===== src/logic/bridge_pins_pkg.sv =====
// constants and carrier types for the pin port and secondary clock gating
// assumes all logic runs on the primary pci clock, mclk
package bridge_pins_pkg;

	// configuration dword addresses (byte address of the aligned dword)
	localparam logic [7:0] DW_PIN_ADDR = 8'h64;
	localparam logic [7:0] DW_CLK_ADDR = 8'h68;

	// byte addresses of the registers inside those dwords
	localparam logic [7:0] PIN_VALUE_BYTE = 8'h65;
	localparam logic [7:0] PIN_DRIVER_BYTE = 8'h66;
	localparam logic [7:0] PIN_INPUT_BYTE = 8'h67;
	localparam logic [7:0] CLK_GATE_BYTE = 8'h68;

	// byte lanes within a dword
	localparam int LANE_VALUE = 1;
	localparam int LANE_DRIVER = 2;
	localparam int LANE_INPUT = 3;
	localparam int LANE_CLK_LO = 0;
	localparam int LANE_CLK_HI = 1;

	// field positions
	localparam int VAL_CLR_LSB = 8;
	localparam int VAL_SET_LSB = 12;
	localparam int DRV_CLR_LSB = 16;
	localparam int DRV_SET_LSB = 20;
	localparam int IN_RSVD_LSB = 24;
	localparam int IN_PIN_LSB = 28;
	localparam int CLK_RSVD_LSB = 14;

	localparam int PIN_N = 4;
	localparam int SLOT_N = 4;
	localparam int DEV_N = 6;
	localparam int CLK_OUT_N = SLOT_N + DEV_N;
	localparam int CLK_DIS_W = 2 * SLOT_N + DEV_N;

	// values after reset
	localparam logic [3:0] PIN_NIBBLE_RST = 4'h0;
	localparam logic [3:0] IN_RSVD_VAL = 4'h0;
	localparam logic [13:0] CLK_DIS_RST = 14'h0000;
	localparam logic [1:0] CLK_RSVD_VAL = 2'h3;

	// serial load of the clock disables: one bit per strobe, bit 0 first
	localparam int SER_LEN = 14;
	localparam logic [3:0] SER_CNT_RST = 4'h0;

	typedef struct packed {
		logic wr;
		logic rd;
		logic [7:0] addr;
		logic [3:0] be_n;
		logic [31:0] wdata;
	} cfg_req_t;

	typedef struct packed {
		logic valid;
		logic data;
	} ser_bit_t;

endpackage


===== src/logic/clock_gate_cell.sv =====
// one gated secondary clock output
// assumes ph_next is the divided clock phase the output follows next cycle
`timescale 1ns/1ps
module clock_gate_cell import bridge_pins_pkg::*; (
	input wire logic mclk,
	input wire logic rst_n,
	input wire logic ph_next,
	input wire logic dis,
	output logic clk_o
);
	logic en_q;
	logic out_q;

	// enable only changes when the output is about to be high, so a low
	// phase is either whole or absent: no runt pulses
	always_ff @(posedge mclk) begin
		if (!rst_n) begin
			en_q <= 1'b1;
		end else if (ph_next) begin
			en_q <= ~dis;
		end
	end

	// a stopped output is held high
	always_ff @(posedge mclk) begin
		if (!rst_n) begin
			out_q <= 1'b1;
		end else begin
			out_q <= ph_next | ~en_q;
		end
	end

	assign clk_o = out_q;
endmodule


===== src/logic/serial_disable_loader.sv =====
// collects the clock disable word shifted in during secondary bus reset
// assumes board logic presents one bit per strobe, bit 0 first
`timescale 1ns/1ps
module serial_disable_loader import bridge_pins_pkg::*; #(
	parameter int LEN = SER_LEN
) (
	input wire logic mclk,
	input wire logic rst_n,
	input wire logic sec_rst,
	input wire ser_bit_t ser_in,
	output logic load,
	output logic [LEN-1:0] word
);
	logic [LEN-1:0] shift_q;
	logic [3:0] cnt_q;
	logic done_q;
	logic load_q;

	// fixed length and order for the stream
	always_ff @(posedge mclk) begin
		if (!rst_n || !sec_rst) begin
			cnt_q <= SER_CNT_RST;
			done_q <= 1'b0;
		end else if (ser_in.valid && !done_q) begin
			if (cnt_q == 4'(LEN - 1)) begin
				done_q <= 1'b1;
			end
			cnt_q <= cnt_q + 4'h1;
		end
	end

	always_ff @(posedge mclk) begin
		if (!rst_n) begin
			shift_q <= '0;
		end else if (sec_rst && ser_in.valid && !done_q) begin
			shift_q <= {ser_in.data, shift_q[LEN-1:1]};
		end
	end

	// one pulse when the last bit lands
	always_ff @(posedge mclk) begin
		if (!rst_n) begin
			load_q <= 1'b0;
		end else begin
			load_q <= sec_rst && ser_in.valid && !done_q &&
				(cnt_q == 4'(LEN - 1));
		end
	end

	assign load = load_q;
	assign word = shift_q;
endmodule


===== src/logic/bridge_pins_and_slot_clock_gating.sv =====
// pin port and secondary clock gating in bridge configuration space
// assumes configuration accesses arrive as one-cycle strobes on mclk,
// with active low byte enables as on the primary bus
`timescale 1ns/1ps

// What this block does
// - write-1 clear field drives enabled pins low
// - write-1 set field drives enabled pins high
// - pins change cycle after write completes
// - disabled drivers stay undriven always
// - writing zeros changes nothing
// - set/clear fields read last written value
// - write-1 enable clear tristates pin driver
// - write-1 enable set drives held value
// - after reset enables zero, pins input
// - input field samples pins each cycle
// - reserved input nibble reads zero
// - slot clock stops only when both bits set
// - bits 8-12 stop device clocks 4-8
// - bit 13 stops feedback clock 9
// - secondary reset loads disables from stream
// - two top clock bits read ones
module bridge_pins_and_slot_clock_gating import bridge_pins_pkg::*; #(
	parameter int PINS = PIN_N,
	parameter int CLKS = CLK_OUT_N
) (
	input wire logic mclk,
	input wire logic rst_n,
	input wire cfg_req_t cfg_req,
	output logic [31:0] cfg_rdata,
	output logic cfg_rvalid,
	input wire logic [PINS-1:0] gpio_in,
	output logic [PINS-1:0] gpio_out,
	output logic [PINS-1:0] gpio_oe_n,
	input wire logic sec_rst,
	input wire ser_bit_t ser_in,
	output logic [CLKS-1:0] s_clk_o
);
	typedef enum logic [1:0] {
		PH_HIGH = 2'b01,
		PH_LOW = 2'b10
	} phase_t;

	logic [7:0] dw_addr;
	logic [3:0] lane;
	logic hit_pin;
	logic hit_clk;
	logic wr_val;
	logic wr_drv;
	logic wr_clk_lo;
	logic wr_clk_hi;

	logic [PINS-1:0] val_q;
	logic [PINS-1:0] val_clr_q;
	logic [PINS-1:0] val_set_q;
	logic [PINS-1:0] drv_q;
	logic [PINS-1:0] drv_clr_q;
	logic [PINS-1:0] drv_set_q;
	logic [PINS-1:0] in_q;
	logic [PINS-1:0] out_q;
	logic [PINS-1:0] oe_n_q;
	logic [CLK_DIS_W-1:0] dis_q;
	logic [31:0] rdata_q;
	logic rvalid_q;

	logic [PINS-1:0] w_val_clr;
	logic [PINS-1:0] w_val_set;
	logic [PINS-1:0] w_drv_clr;
	logic [PINS-1:0] w_drv_set;
	logic [PINS-1:0] val_d;
	logic [PINS-1:0] drv_d;

	logic ser_load;
	logic [CLK_DIS_W-1:0] ser_word;
	logic [CLKS-1:0] gate_dis;
	// read images and the per-group clock stops
	logic [CLK_DIS_W-1:0] dis_d;
	logic [31:0] pin_img;
	logic [31:0] clk_img;
	logic [SLOT_N-1:0] slot_stop;
	logic [DEV_N-1:0] dev_stop;
	phase_t ph_q;
	phase_t ph_d;
	logic ph_next;

	// decode: dword address plus active low lane enables
	assign dw_addr = {cfg_req.addr[7:2], 2'b00};
	assign lane = ~cfg_req.be_n;
	assign hit_pin = (dw_addr == DW_PIN_ADDR);
	assign hit_clk = (dw_addr == DW_CLK_ADDR);

	// write strobes per register; lanes outside a register are ignored
	always_comb begin
		wr_val = 1'b0;
		wr_drv = 1'b0;
		wr_clk_lo = 1'b0;
		wr_clk_hi = 1'b0;
		if (cfg_req.wr) begin
			case (dw_addr)
				DW_PIN_ADDR: begin
					wr_val = lane[LANE_VALUE];
					wr_drv = lane[LANE_DRIVER];
				end
				DW_CLK_ADDR: begin
					wr_clk_lo = lane[LANE_CLK_LO];
					wr_clk_hi = lane[LANE_CLK_HI];
				end
				default: begin
					wr_val = 1'b0;
				end
			endcase
		end
	end

	assign w_val_clr = cfg_req.wdata[VAL_CLR_LSB +: PINS];
	assign w_val_set = cfg_req.wdata[VAL_SET_LSB +: PINS];
	assign w_drv_clr = cfg_req.wdata[DRV_CLR_LSB +: PINS];
	assign w_drv_set = cfg_req.wdata[DRV_SET_LSB +: PINS];

	// zero bits keep their state; a one in both set and clear ends set
	always_comb begin
		val_d = val_q;
		drv_d = drv_q;
		if (wr_val) begin
			val_d = (val_q & ~w_val_clr) | w_val_set;
		end
		if (wr_drv) begin
			drv_d = (drv_q & ~w_drv_clr) | w_drv_set;
		end
	end

	// held output data, kept even while the driver is off
	always_ff @(posedge mclk) begin
		if (!rst_n) begin
			val_q <= PIN_NIBBLE_RST;
		end else begin
			val_q <= val_d;
		end
	end

	always_ff @(posedge mclk) begin
		if (!rst_n) begin
			drv_q <= PIN_NIBBLE_RST;
		end else begin
			drv_q <= drv_d;
		end
	end

	// readback of the last written field values
	always_ff @(posedge mclk) begin
		if (!rst_n) begin
			val_clr_q <= PIN_NIBBLE_RST;
		end else if (wr_val) begin
			val_clr_q <= w_val_clr;
		end
	end

	always_ff @(posedge mclk) begin
		if (!rst_n) begin
			val_set_q <= PIN_NIBBLE_RST;
		end else if (wr_val) begin
			val_set_q <= w_val_set;
		end
	end

	always_ff @(posedge mclk) begin
		if (!rst_n) begin
			drv_clr_q <= PIN_NIBBLE_RST;
		end else if (wr_drv) begin
			drv_clr_q <= w_drv_clr;
		end
	end

	always_ff @(posedge mclk) begin
		if (!rst_n) begin
			drv_set_q <= PIN_NIBBLE_RST;
		end else if (wr_drv) begin
			drv_set_q <= w_drv_set;
		end
	end

	// pins follow the new state on the cycle after the write strobe;
	// a disabled pin idles low on out and is never enabled
	always_ff @(posedge mclk) begin
		if (!rst_n) begin
			out_q <= PIN_NIBBLE_RST;
		end else begin
			out_q <= val_d & drv_d;
		end
	end

	always_ff @(posedge mclk) begin
		if (!rst_n) begin
			oe_n_q <= '1;
		end else begin
			oe_n_q <= ~drv_d;
		end
	end

	// pins are synchronous inputs, so one flop stage is enough
	// a read returns the level seen one edge before its strobe
	always_ff @(posedge mclk) begin
		if (!rst_n) begin
			in_q <= PIN_NIBBLE_RST;
		end else begin
			in_q <= gpio_in;
		end
	end

	// stream length is the disable width, so word and register agree
	serial_disable_loader #(
		.LEN(CLK_DIS_W)
	) u_loader (
		.mclk(mclk),
		.rst_n(rst_n),
		.sec_rst(sec_rst),
		.ser_in(ser_in),
		.load(ser_load),
		.word(ser_word)
	);

	// the serial load wins over a configuration write in the same cycle
	always_comb begin
		dis_d = dis_q;
		if (ser_load) begin
			dis_d = ser_word;
		end else begin
			if (wr_clk_lo) begin
				dis_d[7:0] = cfg_req.wdata[7:0];
			end
			if (wr_clk_hi) begin
				dis_d[CLK_DIS_W-1:8] = cfg_req.wdata[CLK_DIS_W-1:8];
			end
		end
	end

	always_ff @(posedge mclk) begin
		if (!rst_n) begin
			dis_q <= CLK_DIS_RST;
		end else begin
			dis_q <= dis_d;
		end
	end

	// dword images as software reads them; reserved bits are constants
	always_comb begin
		pin_img = '0;
		pin_img[VAL_CLR_LSB +: PINS] = val_clr_q;
		pin_img[VAL_SET_LSB +: PINS] = val_set_q;
		pin_img[DRV_CLR_LSB +: PINS] = drv_clr_q;
		pin_img[DRV_SET_LSB +: PINS] = drv_set_q;
		pin_img[IN_RSVD_LSB +: 4] = IN_RSVD_VAL;
		pin_img[IN_PIN_LSB +: PINS] = in_q;
	end

	always_comb begin
		clk_img = '0;
		clk_img[CLK_DIS_W-1:0] = dis_q;
		clk_img[CLK_RSVD_LSB +: 2] = CLK_RSVD_VAL;
	end

	// read mux; unmapped dwords read zero, whatever the lane enables
	always_ff @(posedge mclk) begin
		if (!rst_n) begin
			rdata_q <= '0;
		end else if (cfg_req.rd && hit_pin) begin
			rdata_q <= pin_img;
		end else if (cfg_req.rd && hit_clk) begin
			rdata_q <= clk_img;
		end else begin
			rdata_q <= '0;
		end
	end

	// one answer per read strobe, with no wait states
	always_ff @(posedge mclk) begin
		if (!rst_n) begin
			rvalid_q <= 1'b0;
		end else begin
			rvalid_q <= cfg_req.rd;
		end
	end

	// secondary clocks run at half of mclk from one shared phase
	// a shared phase keeps all outputs aligned at the cost of rate
	always_comb begin
		case (ph_q)
			PH_HIGH: ph_d = PH_LOW;
			PH_LOW: ph_d = PH_HIGH;
			default: ph_d = PH_HIGH;
		endcase
	end

	always_ff @(posedge mclk) begin
		if (!rst_n) begin
			ph_q <= PH_HIGH;
		end else begin
			ph_q <= ph_d;
		end
	end

	assign ph_next = (ph_d == PH_HIGH);

	// slot clocks need both card-present bits set to stop
	always_comb begin
		slot_stop = '0;
		for (int s = 0; s < SLOT_N; s++) begin
			slot_stop[s] = &dis_q[2*s +: 2];
		end
	end

	// device clocks stop on one bit; stopping the last one, which feeds
	// the bridge's own secondary input, stalls the secondary side
	always_comb begin
		dev_stop = '0;
		for (int d = 0; d < DEV_N; d++) begin
			dev_stop[d] = dis_q[2*SLOT_N+d];
		end
	end

	// outputs beyond the documented ten never stop
	always_comb begin
		gate_dis = '0;
		gate_dis[SLOT_N-1:0] = slot_stop;
		gate_dis[CLK_OUT_N-1:SLOT_N] = dev_stop;
	end

	// one cell per output, each with its own enable flop
	for (genvar g = 0; g < CLKS; g++) begin : g_gate
		clock_gate_cell u_cell (
			.mclk(mclk),
			.rst_n(rst_n),
			.ph_next(ph_next),
			.dis(gate_dis[g]),
			.clk_o(s_clk_o[g])
		);
	end

	assign gpio_out = out_q;
	assign gpio_oe_n = oe_n_q;
	assign cfg_rdata = rdata_q;
	assign cfg_rvalid = rvalid_q;
endmodule


===== config.mk =====
export PLATFORM = sky130hd
export DESIGN_NAME = bridge_pins_and_slot_clock_gating
export DESIGN_NICKNAME = d
export VERILOG_FILES = /design/src/logic/bridge_pins_pkg.sv /design/src/logic/clock_gate_cell.sv /design/src/logic/serial_disable_loader.sv /design/src/logic/bridge_pins_and_slot_clock_gating.sv
export SDC_FILE = /design/constraint.sdc
export NUM_CORES = 1
export LEC_CHECK = 0
export BUFFER_PORTS_ARGS = -buffer_cell sky130_fd_sc_hd__clkbuf_2
export CORE_ASPECT_RATIO = 1.25
export CORE_UTILIZATION = 35
export DETAILED_ROUTE_END_ITERATION = 10
export PLACE_DENSITY = 0.62
export SYNTH_ARGS = -nofsm -noshare
export SYNTH_HDL_FRONTEND = slang
export SYNTH_SLANG_ARGS = --single-unit

===== constraint.sdc =====
create_clock -name mclk -period 4.1 [get_ports mclk]
set_clock_uncertainty 0.1 [all_clocks]
set_input_delay 0.205 -clock mclk [delete_from_list [all_inputs] [get_ports mclk]]
set_output_delay 0.205 -clock mclk [all_outputs]
set_load 0.1 [all_outputs]

---- After elaboration in Yosys (flattened, before gate mapping) ----
Index checks and enable logic that the tools add are counted.
word-level totals
  bits in writable memories ............... 0
  memories kept ........................... 0
  flip-flop bits (word level) ............. 125
  memory bits (read-only) ................. 0
  output and inout port bits .............. 51
  bits in latches ......................... 0
  word-level logic and storage cells ...... 122
cells by class
  shifts and indexed selects .............. 0
  equal/unequal tests ..................... 5
  mux-type cells .......................... 16
  order comparisons ....................... 0
  bitwise gates (word level) .............. 41
  div/mod/pow operators ................... 0
  add/subtract/negate cells ............... 1
  $mul .................................... 0
  reduce and logical (&&, ||, !) cells .... 19
operators with widths
  operator                                        number
  two-way mux 32 bit                              1
  NOT 1 bit                                       22
  two-way mux 16 bit                              1
  two-way mux 14 bit                              1
  AND 4 bit                                       3
  == test 6 x 5 -> 1 bit (second input constant)  2
  NOT 4 bit                                       3
  bitwise OR 1 bit                                10
  AND reduction 2 bit                             5
  two-way mux 1 bit                               8
  two-way mux 4 bit                               2
  two-way mux 8 bit                               1
  bitwise OR 4 bit                                2
  logical AND 1 bit                               6
  two-way mux 6 bit                               1
  adder 4 x 1 -> 4 bit (second input constant)    1
  == test 2 x 1 -> 1 bit (second input constant)  2
  == test 4 bit (second input constant)           1
  nonzero test 2 bit                              2
  zero test 1 bit                                 3
  NOT 3 bit                                       1
  OR reduction 3 bit                              1
  two-way mux 2 bit                               1
  OR reduction 2 bit                              1
  logical OR 1 bit                                1

---- Depth between registers and ports, before layout ----
Gate-level depths: netlist (run 1).
  depth in word-level cells ............... 5
  depth in mapped cells ................... 5
  gate-level depth less buffers ........... 5

---- By module ----
Synthesis (run 1) repeated with hierarchy kept, for this count alone.
second synthesis, totals
  cell total of the unflattened synthesis .. 447
  area total of the unflattened synthesis .. 4,554.4 µm²
modules (own cells, without submodules)
  module                             cells an instance  times used  area each (µm²)
  bridge_pins_and_slot_clock_gating  297                1           3,079.2
  serial_disable_loader              90                 1           787.0
  clock_gate_cell                    6                  10          68.8

---- Worst setup path after synthesis (run 1) ----
OpenSTA, ideal clock, no wires.
  path type ............................... register to register
  start point ............................. reg u_loader.load_q, in the netlist u_loader.load
  end point ............................... reg dis_q[1]
  data required time ...................... 3.867 ns
  period minus slack after synthesis ...... 1.391 ns
  path slack .............................. 2.709 ns
  path buffers ............................ 2
  data arrival time ....................... 1.157 ns
  library setup time ...................... 0.133 ns
  cell stages (with the launch flop) ...... 6
  cells stage by stage .................... dfxtp_1 > buf_2 > buf_2 > mux2_2 > nand2_1 > mux2i_1
on the way
  word-level cells in the longest chain between the ends .. 1
  elaborated cells between the ends (all ways) .. 2
  those cells by class .................... mux (1); reduce/logical (1)
ends and longest elaborated chain
  what                                                             RTL line                                  text
  from (decl)                                                      serial_disable_loader.sv:17               logic load_q;
  from (signal assigned)                                           serial_disable_loader.sv:45               load_q <= sec_rst && ser_in.valid && !done_q &&
  two-way mux 14 bit / nonzero test 2 bit (equally long branches)  --
  to (signal assigned)                                             bridge_pins_and_slot_clock_gating.sv:241  dis_q <= dis_d;
  to (decl)                                                        bridge_pins_and_slot_clock_gating.sv:62   logic [CLK_DIS_W-1:0] dis_q;
Parallel ways exist; a longest one is shown, timed or not.
A chain may end at the register's enable or synchronous reset.

---- Worst setup path after layout (run 1) ----
  start point ............................. in cfg_req[44] (netlist bit)
  end point ............................... reg rdata_q[28], in the netlist cfg_rdata[28]
on the way
  word-level cells in the longest chain between the ends .. 2
ends and longest elaborated chain
  what                  RTL line                                  text
  from (decl)           bridge_pins_and_slot_clock_gating.sv:29   input wire cfg_req_t cfg_req,
  logical AND 1 bit     bridge_pins_and_slot_clock_gating.sv:266  end else if (cfg_req.rd && hit_pin) begin
  two-way mux 32 bit    bridge_pins_and_slot_clock_gating.sv:266
  to (signal assigned)  bridge_pins_and_slot_clock_gating.sv:267  rdata_q <= pin_img;
  to (signal assigned)  bridge_pins_and_slot_clock_gating.sv:269  rdata_q <= clk_img;
  to (decl)             bridge_pins_and_slot_clock_gating.sv:63   logic [31:0] rdata_q;
Every way passes these cells.

==> results.ini, run 1 <==
[route]
via_per_inst=4.58
wl_um=9490
drtIter0Drc=170
wl_per_cell_um=13.2
ant_nets=0
drt_pass1_iterations=4
drc=0
vias=3301

[place]
pre_cts_ws_ns=2.11
dpl-instance-area_um2=4980
gp_congestion=0.706
hpwl_um=6650
dp_cells=675
io_buffers=90

[clock_network]
clk_latency_ns=0.40
clk_pin_slew_ns=0.06
cts_resized=0
postCtsHoldBufs=16
cts_sinks=121
root_buffer=clkbuf_16
cts_buffer_depth=2
cts_made_buffers=17
cts_tree=done
cts_setup_buffers=0
cts-htree-levels=4

[global_routing]
antenna_found_initial=0
grt_pass1_vias=3293
grt_util_all_layers_pct=14.8
grt_pass1_wl_um=15500
grt_overflow_total=0
grt_start_max_net_pins=50

[worst_setup_path]
reg2reg_setup_slack_ns=2.47
startpoint_type=input port
timing.rr.start=u_loader.load$_SDFF_PN0_
critPathMaxFanout=12
critical_path_class=input port to flip-flop
cp-end-kind=flip-flop
r2r_cells=3
required_ns=4.35
worst_ep_arrival_time_ns=2.07
timing.rr.end=dis_q[13]$_SDFFE_PN0P_

[sta]
drv_slew=0
min_period_ns=1.82
setup_viol=0
layout_setup_ws_ns=2.28
max_freq_mhz=548
finalCritPeriodShare_pct=44.5
rsz0062_at_grt=no
final_hold_viol_count=0
max_slew_margin_pct=47.2
worst_pin_slew_ns=0.791
setup_tns_ns=0

[logic_synthesis]
yosys_warnings=0
synthCells=453
post_synth.cell_area_avg_um2=10.0
async_flop_share_pct=0
synthFlopType=dfxtp_1
ys_ff_latch=121
synth_edf_count=0
syn-cell-area_um2=4530
ys_seq_area_share_pct=53.5
ys_types=48

[power_and_ir_drop]
vdd_drop_max_uv=265
cellPowerDensity_nw_per_um2=502
power.static_leakage_nw=2.43

[floorplan]
ioPinCount=106
core_region_area_um2=12700
die_area_um2=13400
start_util_pct=35.8
rows=46
die_h_um=129
die_x_um=104

[min_path]
min_path_type=input port to flip-flop
whs_path_depth=3
hold_end=val_clr_q[2]$_SDFFE_PN0N_
hold_start=cfg_req[10]

[finish]
areaGrowthSynthToFinish_pct=26.2
stdcell_area_um2=5710
diodes=0
final_cells=721
layout-drive-gt1-share_pct=28.4
nets=599

[outcome]
outcome=finished clean

[run]
drv_cap=0

[registers in the layout, indices dropped and copies added (netlist names), 10 cells and up, named ones only]
name and count:
g_gate.u_cell.en_q 10, u_loader.word 14, cfg_rdata 28, g_gate.u_cell.clk_o 10
dis_q 14
[routing by layer]
metal / vias to the layer above / global-route usage, % / routed length [um]
met5: - / 0 / 0
met4: 0 / 6.64 / 174
met3: 13 / 4.63 / 364
met2: 64 / 26.3 / 4870
met1: 1526 / 16.3 / 4090
li1: 1698 / - / -
[cells in the mapped netlist (all sizes together), types with 2 or more instances]
cell / count / area [um^2]
dfxtp: 121 / 2420
nand2: 75 / 282
a21oi: 38 / 190
buf: 30 / 199
and2: 25 / 156
o21ai: 22 / 110
nand3: 17 / 100
mux2: 14 / 158
mux2i: 14 / 140
clkbuf: 13 / 48.8
inv: 12 / 45.0
nor2: 9 / 33.8
o31ai: 7 / 105
a21o: 6 / 45.0
a22o: 6 / 52.6
o211ai: 5 / 37.5
and3: 4 / 25.0
a221oi: 3 / 45.0
and4bb: 3 / 37.5
nand4bb: 3 / 38.8
a41oi: 2 / 55.1
ha: 2 / 25.0
nand2b: 2 / 12.5
nand3b: 2 / 15.0
nor2b: 2 / 12.5
[how the worst max path moves through the flow]
stage | to | startpoint | depth (start not counted)
detailed placement | cfg_rdata[28]$_SDFF_PN0_ | cfg_req[43] | 6
global route | cfg_rdata[29]$_SDFF_PN0_ | cfg_req[44] | 6
floorplan | dis_q[1]$_SDFFE_PN0P_ | u_loader.load$_SDFF_PN0_ | 5
CTS | cfg_rdata[28]$_SDFF_PN0_ | cfg_req[44] | 6
global placement | cfg_rdata[18]$_SDFF_PN0_ | cfg_req[43] | 6
finish | cfg_rdata[28]$_SDFF_PN0_ | cfg_req[44] | 6
[worst max-delay path, cell delays in order]
cell	delay, ns
dlygate4sd3_1	0.53
clkbuf_2	0.10
nand2_1	0.11
nor4b_2	0.68
buf_4	0.30
and2_1	0.14
[cells in the final DEF, fill, tap and decap left out, drive strengths merged, types with 12 or more instances in the layout]
| cell type | count |
|---|---|
| inv | 12 |
| and2 | 25 |
| o21ai | 22 |
| dfxtp | 121 |
| dlygate4sd3 | 16 |
| clkbuf | 112 |
| nand3 | 17 |
| nand2 | 75 |
| a21oi | 38 |
| mux2i | 14 |
| mux2 | 14 |
[power by group]
group	internal, W	switching (W)	leakage (nW)
logic	0.0000583	0.000177	1.17
registers	0.00120	0.00000856	0.981
clock network	0.000931	0.000489	0.282
[per-stage QoR]
step / total power, W / hold slack [ns] / utilization (%)
after global placement: 0.00146 / 0.269 / 39.3
after detailed placement: 0.00146 / 0.266 / 39.3
after CTS: 0.00289 / 0.00329 / 45.1
after global routing: 0.00296 / 0.00514 / 45.1
final: 0.00287 / 0.0142 / 45.1
after floorplan: 0.00142 / 0.187 / -
[layout make-up]
type	instances	area, um^2
tap	168	210
clock inverter	8	96.3
inverter	13	48.8
clock buffer	22	474
multi-input combinational	279	1820
timing repair buffer	110	641
sequential	121	2420
fill	1270	6950
[kinds of logic after synthesis]
group	count (synthesis)	share of synthesized area, %
simple gates	150	17.5
flops	121	53.5
compound gates	93	14.8
buf+inv	56	6.55
mux	28	6.58
fa+ha+maj	2	0.553
xor+xnor	2	0.387
other cells	1	0.0828
Note: power is estimated with default switching activity, not from simulation.
==> run 2: changes to the inputs <==
Clock period 4.1 ns to 1.9 ns, I/O delays scaled along.
==> results.ini, run 2 (same netlist as run 1, synthesis figures left out) <==
[power_and_ir_drop]
finalPower_w=0.00611
power.static_leakage_nw=2.51
vdd_drop_max_uv=502
cellPowerDensity_nw_per_um2=1040

[clock_network]
cts-htree-levels=4
clk_pin_slew_ns=0.05
clk_latency_ns=0.40
root_buffer=clkbuf_16
cts_resized=0
cts_sinks=121
postCtsHoldBufs=30
cts_tree=done
cts_setup_buffers=0
cts_buffer_depth=2
cts_made_buffers=17

[worst_setup_path]
slowest_stage=dfxtp_1
cp_top_family=flip-flops
crit_buf_inv=0
worst_path_largest_cell_delay_ns=0.83
cp-end-kind=flip-flop
crit_cells=3
startpoint_type=flip-flop
critical_path_class=flip-flop to flip-flop
r2r_cells=3
required_ns=2.08
worstPathCellList=mux2_2, nand2_1, mux2i_1
critPathMaxFanout=16
worst_ep_arrival_time_ns=1.80

[route]
vias=3372
ant_nets=0
wl_um=9450
via_per_inst=4.54
drtIter0Drc=171
drc=0
drt_pass1_iterations=4
wl_per_cell_um=12.7

[floorplan]
die_area_um2=13400
core_region_area_um2=12700
die_h_um=129
die_x_um=104
ioPinCount=106
start_util_pct=35.8
rows=46

[finish]
areaGrowthSynthToFinish_pct=30.3
layout_common_cells=dfxtp_1 (121), clkbuf_2 (90), nand2_1 (75)
utilization_pct=46.6
multi_input_area_um2=1820
final_common_cell=dfxtp_1
fill_cells=1232
largest_register_ffs=28
diodes=0
layout-drive-gt1-share_pct=28.4
stdcell_area_um2=5900
nets=619
regArea_um2=2420

[global_routing]
grt_pass1_wl_um=15500
grt_pass1_vias=3240
antenna_found_initial=0
grt_start_max_net_pins=50
grt_util_all_layers_pct=14.8
grt_overflow_total=0

[run]
drv_cap=0

[place]
dpl-instance-area_um2=5040
hpwl_um=6750
io_buffers=90
gp_congestion=0.761

[sta]
max_slew_margin_pct=46.9
final_hold_viol_count=0
finalCritPeriodShare_pct=85.6
hold_slack_ns=0.0186
setup_tns_ns=0
setup_viol=0
min_period_ns=1.63
max_freq_mhz=615
worst_pin_slew_ns=0.796
rsz0062_at_grt=no
drv_slew=0

[min_path]
whs_path_depth=4
min_path_type=input port to flip-flop

[outcome]
outcome=finished clean

run 2: changes by cell type in the layout (fill, tap and decap cells not counted), sizes merged:
cell / previous run / this run
dlygate4sd3: 16 / 30
buf: 4 / 10
bufinv: 2 / 1
clkbuf: 112 / 114
clkinvlp: 1 / 3
clkinv: 6 / 4
run 2: worst paths after layout:
path,startpoint,end,slack [ns]
hold / removal,cfg_req[5],dis_q[5]$_SDFFE_PN0P_,0.02
setup / recovery,u_loader.load$_SDFF_PN0_,dis_q[13]$_SDFFE_PN0P_,0.27
hold reg to reg,g_gate[0].u_cell.en_q$_SDFFE_PN1N_,g_gate[0].u_cell.clk_o$_SDFF_PN1_,0.28
setup reg to reg,u_loader.load$_SDFF_PN0_,dis_q[13]$_SDFFE_PN0P_,0.27
run 2: layout make-up:
type | instances | area share, %
sequential | 121 | 41.1
multi-input combinational | 279 | 30.9
timing repair buffer | 130 | 14.2
clock buffer | 24 | 8.34
tap | 168 | 3.56
clock inverter | 7 | 1.15
inverter | 13 | 0.827
run 2: worst min-delay path, stage by stage:
cell and delay [ns]:
clkbuf_2 0.08, mux2_2 0.13, nand2_1 0.05, mux2i_1 0.11
run 2: through the flow:
stage	cells	setup slack [ns]
2_1_floorplan	456	0.509
3_3_place_gp	681	0.309
3_5_place_dp	681	0.278
4_1_cts	742	0.264
5_1_grt	742	0.162
6_report	742	0.274
run 2: power by group:
part / internal [W] / total [W] / switching, W
clock: 0.00192 / 0.00296 / 0.00104
sequential: 0.00259 / 0.00261 / 0.0000181
combinational: 0.000153 / 0.000541 / 0.000387
run 2: per-layer routing:
| layer | vias up | global-route usage (%) | part of all wire, % |
|---|---|---|---|
| li1 | 1739 | - | - |
| met2 | 67 | 24.9 | 50 |
| met5 | - | 0 | 0 |
| met4 | 0 | 7.48 | 2.1 |
| met3 | 16 | 4.43 | 4.1 |
| met1 | 1550 | 17.2 | 44 |
==> run 3: changes to the inputs <==
Clock period 1.9 ns to 1.64 ns, I/O delays scaled along.
==> results.ini, run 3 (same netlist as run 1, synthesis figures left out) <==
[power_and_ir_drop]
finalPower_w=0.00753
power.static_leakage_nw=2.62
cellPowerDensity_nw_per_um2=1230
p_seq_share_pct=40.1
cellInternalPower_w=0.00572
power_frac_clock_pct=51.3
p_switching_w=0.00181
p_comb_share_pct=8.6
p_sw_share_pct=24.0
vdd_drop_max_uv=584

[worst_setup_path]
timing.rr.end=gpio_out[0]$_SDFF_PN0_
critical_path_class=input port to flip-flop
worst_path_largest_cell_delay_ns=0.58
worstPathCellList=dlygate4sd3_1, clkbuf_2, inv_1, o31ai_2, a221oi_2, dlygate4sd3_1
r2r_cells=3
reg2reg_setup_slack_ns=0.18
slowest_stage=dlygate4sd3_1
path_common_cell=dlygate4sd3_1
required_ns=1.83
critPathMaxFanout=3
startpoint_type=input port
worst_ep_arrival_time_ns=1.81
cp-end-kind=flip-flop

[sta]
finalCritPeriodShare_pct=99.1
setup_tns_ns=0
min_period_ns=1.63
setup_viol=0
worst_pin_slew_ns=0.553
drv_slew=0
max_slew_margin_pct=63.3
rsz0062_at_grt=no
final_hold_viol_count=0
hold_slack_ns=0.0270
layout_setup_ws_ns=0.0146
max_freq_mhz=615

[finish]
nets=629
layout-drive-gt1-share_pct=29.2
areaGrowthSynthToFinish_pct=34.9
final_common_cell=dfxtp_1
layout_common_cells=dfxtp_1 (121), clkbuf_2 (90), nand2_1 (75)
final_cells=753
diodes=0
fill_cells=1202
multi_input_area_um2=1830
largest_register_ffs=28
regArea_um2=2420

[min_path]
hold_end=cfg_rvalid$_SDFF_PN0_
whs_path_depth=3
hold_start=rst_n
min_path_type=input port to flip-flop

[clock_network]
cts_sinks=121
cts_buffer_depth=2
clk_pin_slew_ns=0.06
cts_tree=done
cts_made_buffers=17
cts-htree-levels=4
clk_latency_ns=0.40
root_buffer=clkbuf_16

[run]
drv_cap=0

[floorplan]
core_region_area_um2=12700
die_h_um=129
start_util_pct=35.8
ioPinCount=106
rows=46
die_x_um=104
die_area_um2=13400

[place]
dp_cells=685
pre_cts_ws_ns=0.179
hpwl_um=6880
gp_congestion=0.767
io_buffers=90

[route]
drtIter0Drc=172
wl_um=9980
drc=0
ant_nets=0
wl_per_cell_um=13.3
drt_pass1_iterations=4
vias=3474
via_per_inst=4.61

[global_routing]
antenna_found_initial=0
grt_start_max_net_pins=46
grt_pass1_vias=3418
grt_pass1_wl_um=16200
grt_overflow_total=0
grt_util_all_layers_pct=15.4

[outcome]
outcome=finished clean

-- run 3: stage by stage --
step	utilization, %	area, um^2
floorplan	-	4540
global placement	40.3	5110
detailed placement	40.3	5110
CTS	48.2	6100
global route	48.3	6110
finish	48.3	6110
-- run 3: per-layer routing --
metal | global-route usage (%) | wire, um | up-vias
met5 | 0 | 0 | -
met4 | 6.30 | 178 | 0
met3 | 4.53 | 400 | 12
met2 | 26.4 | 5020 | 79
met1 | 18.0 | 4380 | 1625
li1 | - | - | 1758
-- run 3: worst max-delay path by stage --
| stage | startpoint | to | slack (ns) | depth (start not counted) |
|---|---|---|---|---|
| after detailed placement | cfg_req[43] | gpio_out[2]$_SDFF_PN0_ | 0.18 | 5 |
| after CTS | cfg_req[8] | gpio_out[0]$_SDFF_PN0_ | 0.07 | 6 |
| after global placement | cfg_req[43] | gpio_out[2]$_SDFF_PN0_ | 0.21 | 5 |
| after global routing | cfg_req[45] | gpio_out[0]$_SDFF_PN0_ | 0.02 | 5 |
| final | cfg_req[8] | gpio_out[0]$_SDFF_PN0_ | 0.01 | 6 |
| after floorplan | u_loader.load$_SDFF_PN0_ | dis_q[1]$_SDFFE_PN0P_ | 0.25 | 5 |
-- run 3: repair_timing --
action / CTS / global route
hold buffers: 36 / 0
setup buffers: 0 / 0
setup endpoints to repair: 0 / 1
gates resized for setup: 0 / 2
endpoints found under the hold margin: 50 / 0
-- run 3: layout make-up --
| type | count | share of cell area (%) |
|---|---|---|
| clock buffer | 20 | 7.64 |
| clock inverter | 12 | 2.66 |
| inverter | 13 | 0.799 |
| multi-input combinational | 279 | 30.0 |
| sequential | 121 | 39.6 |
| tap | 168 | 3.44 |
| timing repair buffer | 140 | 15.8 |
-- run 3: critical path: cells and delay by family --
family	cells	cell delay [ns]
buffers and inverters	4	1.31
AOI/OAI and AO/OA	2	0.43
-- run 3: power by group through the flow --
stage	Clock [W]	Combinational, W	Sequential [W]
floorplan	0	0.000468	0.00309
global placement	0	0.000577	0.00308
detailed placement	0	0.000582	0.00309
CTS	0.00393	0.000650	0.00302
global route	0.00406	0.000694	0.00303
finish	0.00386	0.000651	0.00302
